<file path="config.mk">
export PLATFORM = sky130hd
export DESIGN_NAME = ccp_timer_resource_share
export DESIGN_NICKNAME = d
export VERILOG_FILES = /design/src/ccp_share_pkg.sv /design/src/ccp_timer_resource_share.sv
export VERILOG_INCLUDE_DIRS = /design/src
export SDC_FILE = /design/constraint.sdc
export NUM_CORES = 1
export LEC_CHECK = 0
export BUFFER_PORTS_ARGS = -buffer_cell sky130_fd_sc_hd__buf_4
export CORE_MARGIN = 2
export CORE_UTILIZATION = 42
export DETAILED_ROUTE_END_ITERATION = 8
export SETUP_SLACK_MARGIN = 0.5
export SYNTH_ARGS = -nofsm -noshare
export SYNTH_HDL_FRONTEND = slang
export SYNTH_SLANG_ARGS = --single-unit
</file>
<file path="constraint.sdc">
create_clock -name clk -period 4.8 [get_ports clk]
set_input_delay 0.48 -clock clk [delete_from_list [all_inputs] [get_ports clk]]
set_output_delay 0.48 -clock clk [all_outputs]
set_load 0.01 [all_outputs]
</file>
<file path="src/ccp_share_map.svh">
// Register offsets, field positions, reset values for the two-unit capture/compare block.
// Assumes inclusion by the top module and the bench.
`ifndef CCP_SHARE_MAP_SVH
`define CCP_SHARE_MAP_SVH
`define OFF_U1_CTRL   8'h00
`define OFF_U1_LOW    8'h04
`define OFF_U1_HIGH   8'h08
`define OFF_U2_CTRL   8'h0C
`define OFF_U2_LOW    8'h10
`define OFF_U2_HIGH   8'h14
`define OFF_IRQ_STAT  8'h18
`define OFF_IRQ_MASK  8'h1C
`define OFF_CONFIG    8'h20
`define OFF_STATUS    8'h24
`define CFG_PINSEL_BIT 0
`define CFG_ADCEN_BIT  1
`define CFG_T1ASYNC_BIT 2
`define CFG_RESET_VAL 8'h01
`define MODE_OFF      4'h0
`define MODE_CAP_F    4'h4
`define MODE_CAP_R    4'h5
`define MODE_CMP_HI   4'h8
`define MODE_CMP_LO   4'h9
`define MODE_CMP_TG   4'h2
`define MODE_CMP_SW   4'hA
`define MODE_CMP_SE   4'hB
`define RESP_OKAY     2'b00
`define RESP_SLVERR   2'b10
`endif

</file>
<file path="src/ccp_share_pkg.sv">
// Types for the two-unit capture/compare/PWM timer-sharing block.
// Assumes the map header supplies the numeric constants.
package ccp_share_pkg;
  typedef enum logic [1:0] {
    GRP_OFF  = 2'b00,
    GRP_CAPT = 2'b01,
    GRP_CMP  = 2'b10,
    GRP_PWM  = 2'b11
  } group_type;
  typedef struct packed {
    logic [3:0] mode;
    logic [7:0] low;
    logic [7:0] high;
  } unit_type;
  typedef struct packed {
    logic       resetFirst;
    logic       convStart;
  } trig_type;
endpackage

</file>
<file path="src/ccp_timer_resource_share.sv">
// Control, timer sharing and compare/capture event logic for two units.
// Assumes AXI4-Lite master on clk; timers count outside and take a reset pulse.
`timescale 1ns/100ps
`include "ccp_share_map.svh"

module ccp_timer_resource_share
  import ccp_share_pkg::*;
(
  input  wire logic        clk,
  input  wire logic        rst,
  input  wire logic [7:0]  s_axi_awaddr,
  input  wire logic        s_axi_awvalid,
  output logic             s_axi_awready,
  input  wire logic [31:0] s_axi_wdata,
  input  wire logic [3:0]  s_axi_wstrb,
  input  wire logic        s_axi_wvalid,
  output logic             s_axi_wready,
  output logic [1:0]       s_axi_bresp,
  output logic             s_axi_bvalid,
  input  wire logic        s_axi_bready,
  input  wire logic [7:0]  s_axi_araddr,
  input  wire logic        s_axi_arvalid,
  output logic             s_axi_arready,
  output logic [31:0]      s_axi_rdata,
  output logic [1:0]       s_axi_rresp,
  output logic             s_axi_rvalid,
  input  wire logic        s_axi_rready,
  input  wire logic [15:0] sharedCaptureTimer,
  input  wire logic        pwmPeriodEvent,
  input  wire logic        unitOnePinIn,
  input  wire logic        unitTwoPinIn,
  output logic             unitOnePinOut,
  output logic             portCAltPinOut,
  output logic             portBAltPinOut,
  output logic             firstTimerReset,
  output logic             convStart,
  output logic             pwmPeriodUpdate,
  output logic [1:0]       timerGroupOne,
  output logic [1:0]       timerGroupTwo,
  output logic             irq
);
  import ccp_share_pkg::*;

  function automatic group_type groupOf(input logic [3:0] m);
    if (m == `MODE_OFF || m[3:1] == 3'b001 && m[0])
      groupOf = GRP_OFF;
    else if (m[3:2] == 2'b11)
      groupOf = GRP_PWM;
    else if (m[3:2] == 2'b01)
      groupOf = GRP_CAPT;
    else
      groupOf = GRP_CMP;
  endfunction

  function automatic logic capEdge(input logic [3:0] m, input logic prv, input logic cur);
    capEdge = m[0] ? (!prv && cur) : (prv && !cur);
  endfunction

  unit_type   u1_q, u1_d, u2_q, u2_d;
  logic [7:0] cfg_q, cfg_d;
  logic [1:0] stat_q, stat_d, mask_q, mask_d;
  logic       awGot_q, awGot_d, wGot_q, wGot_d, bv_q, bv_d, rv_q, rv_d;
  logic [7:0] awA_q, awA_d;
  logic [31:0] wD_q, wD_d, rd_q, rd_d;
  logic [1:0] bresp_q, bresp_d, rresp_q, rresp_d;
  logic [1:0] pinOne_q, pinOne_d, pinTwo_q, pinTwo_d;
  logic       s1b_q, s2b_q;
  logic       pc_q, pc_d, pb_q, pb_d;
  logic [1:0] tg1_q, tg1_d, tg2_q, tg2_d;
  logic [15:0] tmrPrev_q;
  logic       out1_q, out1_d, out2_q, out2_d;
  logic       rstT_q, rstT_d, conv_q, conv_d, pwmU_q, pwmU_d, irq_q, irq_d;
  logic       awr_q, awr_d, wr_q, wr_d, arr_q, arr_d;
  group_type  g1, g2;
  logic       match1, match2, cap1, cap2, se1, se2, ev1, ev2, wrFire;

  always_comb
  begin
    g1 = groupOf(u1_q.mode);
    g2 = groupOf(u2_q.mode);
    match1 = g1 == GRP_CMP && tmrPrev_q != sharedCaptureTimer &&
             sharedCaptureTimer == {u1_q.high, u1_q.low};
    match2 = g2 == GRP_CMP && tmrPrev_q != sharedCaptureTimer &&
             sharedCaptureTimer == {u2_q.high, u2_q.low};
    // Async counting cannot be sampled safely, so capture stays off then
    cap1 = g1 == GRP_CAPT && !cfg_q[`CFG_T1ASYNC_BIT] &&
           capEdge(u1_q.mode, s1b_q, pinOne_q[1]);
    cap2 = g2 == GRP_CAPT && !cfg_q[`CFG_T1ASYNC_BIT] &&
           capEdge(u2_q.mode, s2b_q, pinTwo_q[1]);
    se1 = match1 && u1_q.mode == `MODE_CMP_SE;
    se2 = match2 && u2_q.mode == `MODE_CMP_SE;
    ev1 = match1 || cap1;
    ev2 = match2 || cap2;
    wrFire = awGot_q && wGot_q && !bv_q;
  end

  always_comb
  begin
    u1_d = u1_q;
    u2_d = u2_q;
    cfg_d = cfg_q;
    mask_d = mask_q;
    stat_d = stat_q;
    awGot_d = awGot_q; wGot_d = wGot_q; awA_d = awA_q; wD_d = wD_q;
    bv_d = bv_q; bresp_d = bresp_q; rv_d = rv_q; rd_d = rd_q; rresp_d = rresp_q;
    if (s_axi_awvalid && awr_q)
    begin
      awGot_d = 1'b1;
      awA_d = s_axi_awaddr;
    end
    if (s_axi_wvalid && wr_q)
    begin
      wGot_d = 1'b1;
      wD_d = s_axi_wdata;
    end
    // Both captures read the one shared timer, so stamps taken in the same cycle agree
    if (cap1)
      {u1_d.high, u1_d.low} = sharedCaptureTimer;
    if (cap2)
      {u2_d.high, u2_d.low} = sharedCaptureTimer;
    if (wrFire)
    begin
      awGot_d = 1'b0;
      wGot_d = 1'b0;
      bv_d = 1'b1;
      bresp_d = `RESP_OKAY;
      case (awA_q)
        `OFF_U1_CTRL:  u1_d.mode = wD_q[3:0];
        `OFF_U1_LOW:   u1_d.low = wD_q[7:0];
        `OFF_U1_HIGH:  u1_d.high = wD_q[7:0];
        `OFF_U2_CTRL:  u2_d.mode = wD_q[3:0];
        `OFF_U2_LOW:   u2_d.low = wD_q[7:0];
        `OFF_U2_HIGH:  u2_d.high = wD_q[7:0];
        `OFF_IRQ_STAT: stat_d = stat_q & ~wD_q[1:0];
        `OFF_IRQ_MASK: mask_d = wD_q[1:0];
        `OFF_CONFIG:   cfg_d = {5'h00, wD_q[2:0]};
        `OFF_STATUS:   bresp_d = `RESP_OKAY;
        default:       bresp_d = `RESP_SLVERR;
      endcase
    end
    // Set wins over a write-one clear in the same cycle; both flags survive
    stat_d = stat_d | {ev2, ev1};
    if (bv_q && s_axi_bready)
      bv_d = 1'b0;
    if (rv_q && s_axi_rready)
      rv_d = 1'b0;
    if (s_axi_arvalid && arr_q)
    begin
      rv_d = 1'b1;
      rresp_d = `RESP_OKAY;
      case (s_axi_araddr)
        `OFF_U1_CTRL:  rd_d = {28'h0000000, u1_q.mode};
        `OFF_U1_LOW:   rd_d = {24'h000000, u1_q.low};
        `OFF_U1_HIGH:  rd_d = {24'h000000, u1_q.high};
        `OFF_U2_CTRL:  rd_d = {28'h0000000, u2_q.mode};
        `OFF_U2_LOW:   rd_d = {24'h000000, u2_q.low};
        `OFF_U2_HIGH:  rd_d = {24'h000000, u2_q.high};
        `OFF_IRQ_STAT: rd_d = {30'h00000000, stat_q};
        `OFF_IRQ_MASK: rd_d = {30'h00000000, mask_q};
        `OFF_CONFIG:   rd_d = {24'h000000, cfg_q};
        `OFF_STATUS:   rd_d = {26'h0000000, out2_q, out1_q, g2, g1};
        default:
        begin
          rd_d = 32'h00000000;
          rresp_d = `RESP_SLVERR;
        end
      endcase
    end
    awr_d = !awGot_d && !(s_axi_awvalid && awr_q);
    wr_d = !wGot_d && !(s_axi_wvalid && wr_q);
    arr_d = !rv_d && !(s_axi_arvalid && arr_q);
  end

  always_comb
  begin
    out1_d = out1_q;
    out2_d = out2_q;
    if (u1_q.mode == `MODE_OFF)
      out1_d = 1'b0;
    if (u2_q.mode == `MODE_OFF)
      out2_d = 1'b0;
    if (match1)
      case (u1_q.mode)
        `MODE_CMP_HI: out1_d = 1'b1;
        `MODE_CMP_LO: out1_d = 1'b0;
        `MODE_CMP_TG: out1_d = !out1_q;
        default:      out1_d = out1_q;
      endcase
    if (match2)
      case (u2_q.mode)
        `MODE_CMP_HI: out2_d = 1'b1;
        `MODE_CMP_LO: out2_d = 1'b0;
        `MODE_CMP_TG: out2_d = !out2_q;
        default:      out2_d = out2_q;
      endcase
    // One pulse whichever unit fires, so a shared reset clears once
    rstT_d = se1 || se2;
    conv_d = se2 && cfg_q[`CFG_ADCEN_BIT];
    // The PWM period tick is common to both PWM units by construction
    pwmU_d = pwmPeriodEvent && (g1 == GRP_PWM || g2 == GRP_PWM);
    irq_d = |(stat_d & mask_d);
    pinOne_d = {pinOne_q[0], unitOnePinIn};
    pinTwo_d = {pinTwo_q[0], unitTwoPinIn};
    // Registered so pins and group codes leave straight from flops
    pc_d = cfg_d[`CFG_PINSEL_BIT] & out2_d;
    pb_d = !cfg_d[`CFG_PINSEL_BIT] & out2_d;
    tg1_d = u1_d.mode[3:2] == 2'b11 ? 2'b10 : 2'b01;
    tg2_d = u2_d.mode[3:2] == 2'b11 ? 2'b10 : 2'b01;
  end

  always_ff @(posedge clk)
  begin
    if (rst)
    begin
      u1_q <= '0; u2_q <= '0; cfg_q <= `CFG_RESET_VAL; stat_q <= 2'b00; mask_q <= 2'b00;
      awGot_q <= 1'b0; wGot_q <= 1'b0; awA_q <= 8'h00; wD_q <= 32'h00000000;
      bv_q <= 1'b0; bresp_q <= 2'b00; rv_q <= 1'b0; rd_q <= 32'h00000000; rresp_q <= 2'b00;
      awr_q <= 1'b0; wr_q <= 1'b0; arr_q <= 1'b0;
      pinOne_q <= 2'b00; pinTwo_q <= 2'b00; s1b_q <= 1'b0; s2b_q <= 1'b0;
      tmrPrev_q <= 16'h0000; out1_q <= 1'b0; out2_q <= 1'b0;
      rstT_q <= 1'b0; conv_q <= 1'b0; pwmU_q <= 1'b0; irq_q <= 1'b0;
      pc_q <= 1'b0; pb_q <= 1'b0; tg1_q <= 2'b01; tg2_q <= 2'b01;
    end
    else
    begin
      u1_q <= u1_d; u2_q <= u2_d; cfg_q <= cfg_d; stat_q <= stat_d; mask_q <= mask_d;
      awGot_q <= awGot_d; wGot_q <= wGot_d; awA_q <= awA_d; wD_q <= wD_d;
      bv_q <= bv_d; bresp_q <= bresp_d; rv_q <= rv_d; rd_q <= rd_d; rresp_q <= rresp_d;
      awr_q <= awr_d; wr_q <= wr_d; arr_q <= arr_d;
      pinOne_q <= pinOne_d; pinTwo_q <= pinTwo_d;
      s1b_q <= pinOne_q[1]; s2b_q <= pinTwo_q[1];
      tmrPrev_q <= sharedCaptureTimer; out1_q <= out1_d; out2_q <= out2_d;
      rstT_q <= rstT_d; conv_q <= conv_d; pwmU_q <= pwmU_d; irq_q <= irq_d;
      pc_q <= pc_d; pb_q <= pb_d; tg1_q <= tg1_d; tg2_q <= tg2_d;
    end
  end

  assign s_axi_awready = awr_q;
  assign s_axi_wready = wr_q;
  assign s_axi_bvalid = bv_q;
  assign s_axi_bresp = bresp_q;
  assign s_axi_arready = arr_q;
  assign s_axi_rvalid = rv_q;
  assign s_axi_rdata = rd_q;
  assign s_axi_rresp = rresp_q;
  assign unitOnePinOut = out1_q;
  // Pin choice only steers the output; direction stays with software
  assign portCAltPinOut = pc_q;
  assign portBAltPinOut = pb_q;
  assign firstTimerReset = rstT_q;
  assign convStart = conv_q;
  assign pwmPeriodUpdate = pwmU_q;
  assign timerGroupOne = tg1_q;
  assign timerGroupTwo = tg2_q;
  assign irq = irq_q;

  a_se_reset_once: assert property (@(posedge clk) disable iff (rst)
    (se1 && se2) |=> firstTimerReset ##1 (!firstTimerReset || $past(se1 || se2)))
    else $error("shared reset not a single pulse");
  a_conv_needs_en: assert property (@(posedge clk) disable iff (rst)
    convStart |-> $past(se2) && $past(cfg_q[`CFG_ADCEN_BIT]))
    else $error("conversion without unit two trigger");
  a_unit1_no_conv: assert property (@(posedge clk) disable iff (rst)
    (se1 && !se2) |=> !convStart)
    else $error("unit one launched a conversion");
  a_match_sets_flag: assert property (@(posedge clk) disable iff (rst)
    match1 |=> stat_q[0])
    else $error("compare match did not set flag");
  a_sw_mode_pin: assert property (@(posedge clk) disable iff (rst)
    (match1 && u1_q.mode == `MODE_CMP_SW) |=> $stable(out1_q))
    else $error("software interrupt mode moved the pin");
  a_special_reset: assert property (@(posedge clk) disable iff (rst)
    se1 |=> firstTimerReset)
    else $error("special event did not reset timer");
  a_async_no_cap: assert property (@(posedge clk) disable iff (rst)
    (cfg_q[`CFG_T1ASYNC_BIT] && !wrFire) |=> $stable(u1_q) && $stable(u2_q))
    else $error("capture while timer asynchronous");
  a_pin_route: assert property (@(posedge clk) disable iff (rst)
    !cfg_q[`CFG_PINSEL_BIT] |-> !portCAltPinOut)
    else $error("unit two output on wrong pin");
  a_pwm_isolated: assert property (@(posedge clk) disable iff (rst)
    (g1 == GRP_PWM && !se2) |=> !firstTimerReset)
    else $error("PWM units disturbed first timer");
endmodule

</file>
* Word level (Yosys, flattened, before mapping)
Cells that the tools add are included.
** Word-level totals
- Bits in registers :: 140
** Cells by class
- Multiplexer cells :: 41
- Bitwise logic cells :: 6
- Eq/ne operators :: 44
- Reductions and logical operators :: 62
** Operators by type and width (number)
- $pmux W8 S10 :: 1
- $eq A8 B5 Y1 const B :: 8
- $mux W20 :: 2
- $eq A16 B16 Y1 :: 2
- $eq A8 B4 Y1 const B :: 4
- $eq A8 B6 Y1 const B :: 4
- $mux W16 :: 2
- $mux W8 :: 4
- $logic_and A1 B1 Y1 :: 28
- $mux W2 :: 14
- $eq A4 B4 Y1 const B :: 6
- $reduce_or A10 Y1 :: 2
- $eq A2 B2 Y1 const B :: 8
- $eq A8 B3 Y1 const B :: 2
- $logic_not A8 Y1 :: 2
- $ne A16 B16 Y1 :: 1
- $logic_not A1 Y1 :: 15
- $mux W1 :: 14
- $eq A2 B1 Y1 const B :: 4
- $eq A4 B2 Y1 const B :: 2
- $logic_not A4 Y1 :: 2
- $mux W4 :: 2
- $reduce_and A2 Y1 :: 4
- $eq A3 B1 Y1 const B :: 2
- other kinds (9) :: 18

* Longest topological paths before layout
Gate-level depths: netlist of the first run.
- Depth after elaboration :: 12
- Gate-level depth with buffers :: 9
- Mapped depth without buffers :: 7

* Worst setup path after synthesis of the first run
Ideal clock, no wire load.
- Path kind :: input to register
- Start point :: input sharedCaptureTimer[12]
- End point :: register pb_q (netlist: portBAltPinOut)
- Buffers on the path :: 1
- Library setup time :: 121 ps
- Path slack :: 2713 ps
- Arrival :: 1966 ps
- Stages on the path :: 7
- Required time :: 4679 ps
- Path through :: buf_2 xnor2_1 nand4_1 or3_1 or4_4 mux2i_2 nor2b_1
** Between the ends
- Longest elaborated chain between the ends :: 5
** Ends and longest elaborated chain
- from (decl) :: line ccp_timer_resource_share.sv:28 : input wire logic [15:0] sharedCaptureTimer,
- $ne A16 B16 Y1 :: line ccp_timer_resource_share.sv:83 : match2 = g2 == GRP_CMP && tmrPrev_q != sharedCaptureTimer &&
- $logic_and A1 B1 Y1 :: line ccp_timer_resource_share.sv:83
- $logic_and A1 B1 Y1 (*) :: line ccp_timer_resource_share.sv:83
- $mux W1 (*) :: line ccp_timer_resource_share.sv:189 : if (match2)
- $and A1 B1 Y1 (*) :: line ccp_timer_resource_share.sv:206 : pb_d = !cfg_d[`CFG_PINSEL_BIT] & out2_d;
- to (signal assigned) :: line ccp_timer_resource_share.sv:234 : pc_q <= pc_d; pb_q <= pb_d; tg1_q <= tg1_d; tg2_q <= tg2_d;
- to (decl) :: line ccp_timer_resource_share.sv:68 : logic pc_q, pc_d, pb_q, pb_d;
Every way passes the cells marked *; elsewhere a longest branch is shown, timed or not.
A chain may end at the register's enable or synchronous reset.

* Worst setup path in the final report of the first run
- Start point :: register u2_q[16] in the netlist's numbering
- End point :: register u2_q[1] in the netlist's numbering
** Between the ends
- Longest elaborated chain between the ends :: 9
** Ends and longest elaborated chain
- from (decl) :: line ccp_timer_resource_share.sv:59 : unit_type u1_q, u1_d, u2_q, u2_d;
- from (signal assigned) :: line ccp_timer_resource_share.sv:226 : u1_q <= u1_d; u2_q <= u2_d; cfg_q <= cfg_d; stat_q <= stat_d; mask_q <= mask_d;
- $logic_not A4 Y1 (no line) / $logic_and A1 B1 Y1 (equally long branches)
- $logic_or A1 B1 Y1 :: line ccp_timer_resource_share.sv:45 : if (m == `MODE_OFF || m[3:1] == 3'b001 && m[0])
- $mux W2 :: line ccp_timer_resource_share.sv:45
- $eq A2 B1 Y1 :: line ccp_timer_resource_share.sv:88 : cap2 = g2 == GRP_CAPT && !cfg_q[`CFG_T1ASYNC_BIT] &&
- $logic_and A1 B1 Y1 :: line ccp_timer_resource_share.sv:88
- $logic_and A1 B1 Y1 (*) :: line ccp_timer_resource_share.sv:88
- $mux W16 (*) :: line ccp_timer_resource_share.sv:119 : if (cap2)
- $mux W8 :: line ccp_timer_resource_share.sv:127 : case (awA_q)
- $mux W20 (*) :: line ccp_timer_resource_share.sv:121 : if (wrFire)
Marked as above.

==> results of run 1 <==
==> layout make-up <==
type                       count  area (um^2)  area share
clock buffer                  25          465      0.0697
clock inverter                 7         35.0     0.00524
inverter                       8         30.0     0.00449
multi-input combinational    487         3080       0.461
sequential                   114         2280       0.342
tap                          176          220      0.0330
timing repair buffer          76          571      0.0854
==> report_power, final <==
part | internal, uW | leakage, uW | switching, uW
Clock | 663 | 0.000252 | 410
Combinational | 71.3 | 0.00168 | 97.5
Sequential | 970 | 0.000927 | 21.0
==> metal layers <==
metal  track usage  vias to the layer above
met5             0                        -
met4        0.0821                        0
met3        0.0630                       25
met2         0.315                      164
met1         0.276                     2223
li1              -                     2340
==> cells in the mapped netlist, types with 11 or more instances <==
library cell	n
nand3_1	20
nor2b_1	27
mux2i_1	49
nor4_1	11
clkbuf_1	37
nand2_1	55
buf_2	17
a21oi_1	31
buf_4	26
xor2_1	23
nor2_1	68
o21ai_0	12
dfxtp_1	114
a211oi_1	35
xnor2_1	27
==> state kept, by name (all words and copies together), names as in the netlist, 3 cells and up <==
signal	cells
awA_q	8
cfg_q	3
s_axi_rdata	8
tmrPrev_q	16
u1_q	20
u2_q	20
wD_q	8
==> kinds of logic (layout without fill, tap and decap cells) <==
group,Yosys count,count (layout),synth area share
AO/OA/AOI/OAI,115,115,0.134
buffers and inverters,92,116,0.0824
XOR/XNOR,51,51,0.0791
AND/OR/NAND/NOR,240,240,0.208
other,1,26,0.000653
flip-flops,114,114,0.398
multiplexers,55,55,0.0977
==> critical path, delay by kind of cell (launching register included) <==
family | cells | cell delay (ns)
simple gates | 2 | 0.97
compound gates | 2 | 0.31
flops | 1 | 0.52
mux | 1 | 0.49
==> worst max path at each step <==
stage | cells past startpoint | to | slack, ns
after global routing | 5 | u2_q[5]$_SDFF_PP0_ | 2.17
final | 5 | u2_q[1]$_SDFF_PP0_ | 2.34
after floorplan | 7 | portBAltPinOut$_SDFF_PP0_ | 2.71
after CTS | 5 | u2_q[15]$_SDFF_PP0_ | 2.34
after global placement | 7 | s_axi_rdata[7]$_SDFFE_PP0P_ | 2.16
after detailed placement | 7 | s_axi_rdata[6]$_SDFFE_PP0P_ | 2.11
==> metrics by stage <==
| stage | total power (uW) | setup WS, ns |
|---|---|---|
| 6_report | 2230 | 2.34 |
| 3_3_place_gp | 1170 | 2.16 |
| 2_1_floorplan | 1130 | 2.71 |
| 4_1_cts | 2250 | 2.34 |
| 3_5_place_dp | 1180 | 2.11 |
| 5_1_grt | 2320 | 2.17 |
==> layout by cell type, fill, tap and decap left out, types with 20 or more instances in the layout <==
cell type,instances
mux2i_1,49
xor2_1,23
xnor2_1,27
dfxtp_1,114
nand2_1,55
buf_4,76
a211oi_1,35
nor2_1,68
a21oi_1,31
nor2b_1,27
conb_1,26
nand3_1,20
==> summary.md, run 1 <==
| Metric | Value |
|---|---|
| Core area | `0.0133 mm^2` |
| Status | `completed` |
| Post-synth EDFFs | `0` |
| Fin crit period | `2.46 ns` |
| Seq cells post-synth | `114` |
| Fmax | `406 MHz` |
| Synth Instances | `668` |
| Placed cell area | `0.00618 mm^2` |
| Clock slew at reported path FFs | `0.05 ns` |
| Slowest cell on crit path | `nand3_1` |
| DRT met1 WL | `6770 um` |
| Die area | `0.0146 mm^2` |
| IO Pins | `130` |
| Iter 0 DRT Violations | `317` |
| Clk buf depth | `2` |
| Synth-to-Final Area Change | `16.4%` |
| Die Wd | `121 um` |
| Mean area per synthesized cell | `8.59 um^2` |
| Die height | `121 um` |
| Post-synth top area share | `0.398` |
| Startpoint Class | `register` |
| Rows | `42` |
| RSZ-0062 raised after global routing | `false` |
| Initial antenna violation count | `0` |
| Share of flip-flops with an asynchronous set or reset | `0` |
| CP max FO | `18` |
| Post-CTS setup buffers | `0` |
| R2R cell count | `5` |
| Clock sinks | `114` |
| Sequential area share after synthesis | `0.398` |
| DRC | `0` |
| DRT Pass-1 Iters | `5` |
| Hold path startpoint | `unitTwoPinIn` |
| Worst Clk Skew | `0.0107 ns` |
| # H-tree levels | `4` |
| Area contributors post-synth | `dfxtp_1, mux2i_1, a211oi_1` |
| Final Hold Fails | `0` |
| Worst path max stage delay | `0.89 ns` |
| Largest net degree at the start of global routing | `110` |
| Max_slew headroom | `0.172` |
| Hold_ws | `0.276 ns` |
| Placer Congestion | `0.868` |
| CTS Hold Buffers Added | `0` |
| Met3 WL | `1010 um` |
| Library cells used by synthesis | `53` |
| Power density over the cells | `334 mW/mm^2` |
| Post-CTS sizing | `0` |
| Final Util | `0.503` |
| Clock Tree Root | `clkbuf_16` |
| Final setup vio count | `0` |
| Port bufs | `75` |
| Vias in the first global route | `4,380` |
| Layout cells sized above 1 | `0.156` |
| Routed vias | `4,752` |
| Fin cells | `893` |
| Worst hold endpoint | `pinTwo_q[0]$_SDFF_PP0_` |
| Crit path required time | `5.04 ns` |
| Layout fillers | `1,312` |
| Cells on Worst Hold Path | `2` |
| Setup TNS | `0 ns` |
| R2R Path End | `u2_q[1]$_SDFF_PP0_` |
| Met2 WL | `6470 um` |
| Slew Limit Fails | `0` |
| Post-synthesis cell area | `0.00574 mm^2` |
| R2r startpoint | `u2_q[16]$_SDFFE_PP0P_` |
| Drt wl/cell | `16.3 um` |
| Max cap viols | `0` |
| First-pass GRT wire length | `23,100 um` |
| Placed cell count | `861` |
| Total track usage | `0.208` |
| Worst Path Class, Setup | `register to register` |
| Final Instance Area | `0.00668 mm^2` |
| DR top layer | `met4` |
| LEAKAGE | `0.00286 uW` |
| Worst R2R Setup Slack | `2.34 ns` |
| HPWL after DPL | `10,200 um` |
| Final period utilization | `0.513` |
| Grt ovf | `0` |
| Routed WL | `14,500 um` |
| ANT cells | `0` |
| TritonCTS clock tree | `done` |
| ANT nets after route | `0` |
| Min-Delay Path Class | `input port to register` |
| WP data arrival | `2.71 ns` |
| Crit. End Element | `register` |
| Slew @ Worst Pin | `1.24 ns` |
| Synth Warn # | `0` |
| Initial core utilization | `0.432` |
| Top FF cell, synth | `dfxtp_1` |
| Num CTS Buffers | `17` |
| Skew-Pair Late Insertion Delay | `0.42 ns` |
| CP cell instances | `nand2_1 > o21ai_0 > nand3_1 > mux2i_1 > a211oi_1` |
| Via/cell ratio | `5.32` |
| Worst setup path start | `u2_q[16]$_SDFFE_PP0P_` |
| Worst IR drop on VDD | `237 uV` |
| Final #Nets | `782` |
| Cell taking the most area after synthesis | `dfxtp_1` |
Power figures use the tool's default switching activity.
==> run 2: changes to the inputs <==
clock period = 2.5 ns   (was 4.8 ns; I/O delays follow)
==> run 2 against run 1 <==
Clock power up 120%. Clock skew fell by 0.0014 ns. Count of clock-buffer cells in the layout grew 2. Flip-flop and latch count did not move.
==> summary.md, run 2 (synthesis results as in run 1) <==
| Metric | Value |
|---|---|
| Placer Congestion | `0.926` |
| Placed cell area | `0.00628 mm^2` |
| LEAKAGE | `0.00300 uW` |
| Most frequent cells in the layout | `dfxtp_1, buf_4, nor2_1` |
| Layout cells sized above 1 | `0.206` |
| Clock sinks | `114` |
| Final Instance Area | `0.00697 mm^2` |
| DRT Pass-1 Iters | `5` |
| # H-tree levels | `4` |
| Crit. End Element | `register` |
| Worst IR drop on VDD | `440 uV` |
| Final Hold Fails | `0` |
| Final setup vio count | `0` |
| Power density over the cells | `658 mW/mm^2` |
| Worst setup margin | `0.561 ns` |
| Slew Limit Fails | `0` |
| Cells on Worst Hold Path | `2` |
| Largest net degree at the start of global routing | `69` |
| Drt wl/cell | `16.6 um` |
| Hold path startpoint | `unitTwoPinIn` |
| Die Wd | `121 um` |
| Min-Delay Path Class | `input port to register` |
| HPWL after DPL | `10,400 um` |
| TritonCTS clock tree | `done` |
| Worst R2R Setup Slack | `0.56 ns` |
| Routed WL | `15,000 um` |
| Core area | `0.0133 mm^2` |
| Initial antenna violation count | `0` |
| Initial core utilization | `0.432` |
| Final #Nets | `795` |
| Worst path max stage delay | `0.57 ns` |
| Max cap viols | `0` |
| Worst Path Class, Setup | `register to register` |
| IO Pins | `130` |
| Max_slew headroom | `0.525` |
| Final period utilization | `0.776` |
| Final Util | `0.524` |
| Num CTS Buffers | `17` |
| Die area | `0.0146 mm^2` |
| ANT nets after route | `0` |
| Total track usage | `0.211` |
| DRC | `0` |
| Clock slew at reported path FFs | `0.05 ns` |
| Dpl ws | `0.396 ns` |
| Vias in the first global route | `4,557` |
| Fin crit period | `1.94 ns` |
| Port bufs | `75` |
| CP max FO | `3` |
| Skew-Pair Late Insertion Delay | `0.42 ns` |
| Clk buf depth | `2` |
| CP cell instances | `xnor2_2 > nand4_1 > or3_4 > or4_4 > mux2i_4 > nor2b_1` |
| Worst setup path start | `u2_q[4]$_SDFF_PP0_` |
| R2r startpoint | `u2_q[4]$_SDFF_PP0_` |
| Slew @ Worst Pin | `0.712 ns` |
| Most common cell after layout, fill and taps aside | `dfxtp_1` |
| Grt ovf | `0` |
| First-pass GRT wire length | `23,900 um` |
| Clock Tree Root | `clkbuf_16` |
| R2R Path End | `portBAltPinOut$_SDFF_PP0_` |
| Status | `completed` |
| CTS Hold Buffers Added | `0` |
| Largest registers | `u1_q x20, u2_q x20, tmrPrev_q x16` |
| Worst setup path endpoint | `portBAltPinOut$_SDFF_PP0_` |
| WP data arrival | `2.24 ns` |
| RSZ-0062 raised after global routing | `true` |
| Worst Clk Skew | `0.00928 ns` |
| Via/cell ratio | `5.27` |
| Routed vias | `4,765` |
| ANT cells | `0` |
| Startpoint Class | `register` |
| R2R cell count | `6` |
| Synth-to-Final Area Change | `21.5%` |
| Post-CTS setup buffers | `0` |
| Slowest cell on crit path | `or4_4` |
| Fmax | `516 MHz` |
| Iter 0 DRT Violations | `338` |
| Rows | `42` |
| Crit path required time | `2.80 ns` |
| Die height | `121 um` |
| Setup TNS | `0 ns` |
-- run 2: critical path: cells and delay by family, from the launching register on --
kind	cells	cell delay, ns
and+or+nand+nor	4	1.11
xor gates and xnor gates	1	0.12
DFF	1	0.37
muxes	1	0.23
-- run 2: area by class of cell --
type,count,area (um^2)
Timing Repair Buffer,89,668
Fill cell,1283,6320
Sequential cell,114,2290
Inverter,8,30.0
Clock buffer,27,533
Multi-Input combinational cell,487,3180
Clock inverter,4,45.0
Tap cell,176,220
-- run 2: worst min path at each step --
stage / endpoint
detailed placement: pinTwo_q[1]$_SDFF_PP0_
CTS: pinTwo_q[0]$_SDFF_PP0_
global placement: pinOne_q[1]$_SDFF_PP0_
global route: pinTwo_q[0]$_SDFF_PP0_
floorplan: pinOne_q[0]$_SDFF_PP0_
finish: pinTwo_q[0]$_SDFF_PP0_
-- run 2: routing by layer --
metal | routed length [um] | up-vias | global-route usage
met1 | 7020 | 2234 | 0.273
met5 | 0 | - | 0
met2 | 6880 | 143 | 0.333
li1 | - | 2365 | -
met3 | 817 | 23 | 0.0545
met4 | 289 | 0 | 0.0887
-- run 2: per-stage QoR --
stage / std cells / hold slack [ns] / power [uW]
after global placement: 874 / 0.423 / 2260
after global routing: 905 / 0.0393 / 4750
final: 905 / 0.0450 / 4590
after floorplan: 693 / 0.378 / 2170
after CTS: 905 / 0.0291 / 4620
after detailed placement: 874 / 0.433 / 2270
-- run 2: where the power goes --
group	internal, uW	switching [uW]
registers	1860	42.8
clock network	1540	808
logic	144	193
total	3540	1040
-- run 2: repair_timing --
item,in CTS,in global routing
pin swaps,0,3
resized for setup,7,21
setup endpoints to repair,10,24
gates cloned,0,0
==> run 3: changes to the inputs <==
PLACE_DENSITY = 0.67   (was not set)
clock period = 1.7 ns   (was 2.5 ns; I/O delays follow)
==> run 3 against run 2 <==
The run now ends with setup timing left. Sequential power grew 47%. Largest cell class unchanged. Power grew 64%. Die area is the same. Utilization grew 16 points. Register-to-register slack lost 0.97 ns. Setup slack lost 0.97 ns. Non-clock buffer count grew 116.
==> summary.md, run 3 (synthesis results as in run 1) <==
| Metric | Value |
|---|---|
| Grt ovf | `0` |
| Total track usage | `0.258` |
| ANT nets after route | `0` |
| Num CTS Buffers | `17` |
| Rows | `42` |
| Hold path startpoint | `s_axi_wdata[6]` |
| DRT Pass-1 Iters | `6` |
| Most frequent cells in the layout | `buf_4, dfxtp_1, nand2_1` |
| Clk buf depth | `2` |
| Routed WL | `19,600 um` |
| Clock Tree Root | `clkbuf_16` |
| # H-tree levels | `4` |
| HPWL after DPL | `12,100 um` |
| Violated checks | `setup timing` |
| Clock slew at reported path FFs | `0.06 ns` |
| Die height | `121 um` |
| Slew Limit Fails | `0` |
| Final setup vio count | `26` |
| Cells on Worst Hold Path | `3` |
| Worst Clk Skew | `0.00805 ns` |
| R2R Path End | `portBAltPinOut$_SDFF_PP0_` |
| First-pass GRT wire length | `28,600 um` |
| Slew @ Worst Pin | `0.566 ns` |
| Final period utilization | `1.24` |
| Core area | `0.0133 mm^2` |
| TritonCTS clock tree | `done` |
| Port bufs | `75` |
| Final Hold Fails | `0` |
| Largest registers | `u1_q x20, u2_q x20, tmrPrev_q x16` |
| Initial core utilization | `0.432` |
| ANT cells | `0` |
| Clock sinks | `114` |
| R2R cell count | `6` |
| Iter 0 DRT Violations | `441` |
| Worst R2R Setup Slack | `-0.41 ns` |
| RSZ-0062 raised after global routing | `true` |
| Layout cells sized above 1 | `0.459` |
| Crit. End Element | `register` |
| Placer Congestion | `0.908` |
| Skew-Pair Late Insertion Delay | `0.42 ns` |
| Most common cell after layout, fill and taps aside | `buf_4` |
| Max_slew headroom | `0.622` |
| Routed vias | `5,621` |
| Min-Delay Path Class | `input port to register` |
| CP max FO | `3` |
| Placed cell area | `0.00724 mm^2` |
| Fin crit period | `2.11 ns` |
| WP data arrival | `2.47 ns` |
| LEAKAGE | `0.00383 uW` |
| Max cap viols | `0` |
| Largest net degree at the start of global routing | `42` |
| Final Instance Area | `0.00908 mm^2` |
| Via/cell ratio | `5.49` |
| Drt wl/cell | `19.2 um` |
| Hold_ws | `0.00872 ns` |
| Setup TNS | `-3.51 ns` |
| Power density over the cells | `827 mW/mm^2` |
| Die area | `0.0146 mm^2` |
| Synth-to-Final Area Change | `58.2%` |
| Worst IR drop on VDD | `738 uV` |
| Crit path required time | `2.06 ns` |
| Power after layout | `7510 uW` |
| Vias in the first global route | `5,525` |
| Status | `finished with violations` |
| Final #Nets | `912` |
| Worst setup margin | `-0.411 ns` |
| Worst Path Class, Setup | `register to register` |
| R2r startpoint | `u2_q[9]$_SDFF_PP0_` |
| DRC | `0` |
| IO Pins | `130` |
| Layout fillers | `961` |
| Die Wd | `121 um` |
| Worst hold endpoint | `wD_q[6]$_SDFFE_PP0P_` |
| Startpoint Class | `register` |
| Final Util | `0.683` |
| Initial antenna violation count | `0` |
| Fmax | `474 MHz` |
==> run 3: area by class of cell <==
| cell class | instances | area, um^2 | share of cell area |
|---|---|---|---|
| inverters | 8 | 30.0 | 0.00331 |
| repair buffers | 205 | 1850 | 0.204 |
| multi-input cells | 488 | 4000 | 0.440 |
| clock inverters | 10 | 178 | 0.0196 |
| flip-flops and latches | 114 | 2320 | 0.255 |
| clock buffers | 22 | 484 | 0.0533 |
| well taps | 176 | 220 | 0.0243 |
==> run 3: per-stage QoR <==
stage | setup WS, ns | std cells
2_1_floorplan | -0.0471 | 693
3_3_place_gp | -0.352 | 951
3_5_place_dp | -0.318 | 951
4_1_cts | -0.248 | 1010
5_1_grt | -0.449 | 1023
6_report | -0.411 | 1023
==> run 3: worst max-delay path by stage <==
stage | start | to | cells after the start
floorplan | u2_q[16]$_SDFFE_PP0P_ | portBAltPinOut$_SDFF_PP0_ | 7
global placement | sharedCaptureTimer[14] | irq$_SDFF_PP0_ | 8
detailed placement | sharedCaptureTimer[14] | irq$_SDFF_PP0_ | 8
CTS | u2_q[3]$_SDFF_PP0_ | portBAltPinOut$_SDFF_PP0_ | 6
global route | u2_q[9]$_SDFF_PP0_ | portBAltPinOut$_SDFF_PP0_ | 6
finish | u2_q[9]$_SDFF_PP0_ | portBAltPinOut$_SDFF_PP0_ | 6
==> run 3: critical path: stages (launching register included) <==
cell and delay, ns:
dfxtp_1 0.33, xnor2_1 0.21, nand4_1 0.22, or3_4 0.45, or4_4 0.48, mux2i_4 0.21
nor2b_1 0.13
==> run 3: routing by layer <==
| metal | part of all wire | wire, um | vias up | track usage |
|---|---|---|---|---|
| li1 | - | - | 2611 | - |
| met1 | 0.40 | 7760 | 2671 | 0.310 |
| met2 | 0.49 | 9650 | 279 | 0.433 |
| met3 | 0.073 | 1420 | 60 | 0.0705 |
| met4 | 0.039 | 766 | 0 | 0.104 |
| met5 | 0 | 0 | - | 0 |
==> run 3: timing repair <==
item,CTS,global route
hold endpoints to repair,14,0
endpoints found under the setup margin,66,67
hold buffers,14,0
pin swaps,30,40
cloned,4,3
resized for setup,128,47
buffers inserted,9,10
==> run 3: where the power goes <==
group,internal (uW),switching (uW)
clock network,2740,1240
registers,2730,70.5
logic,337,389
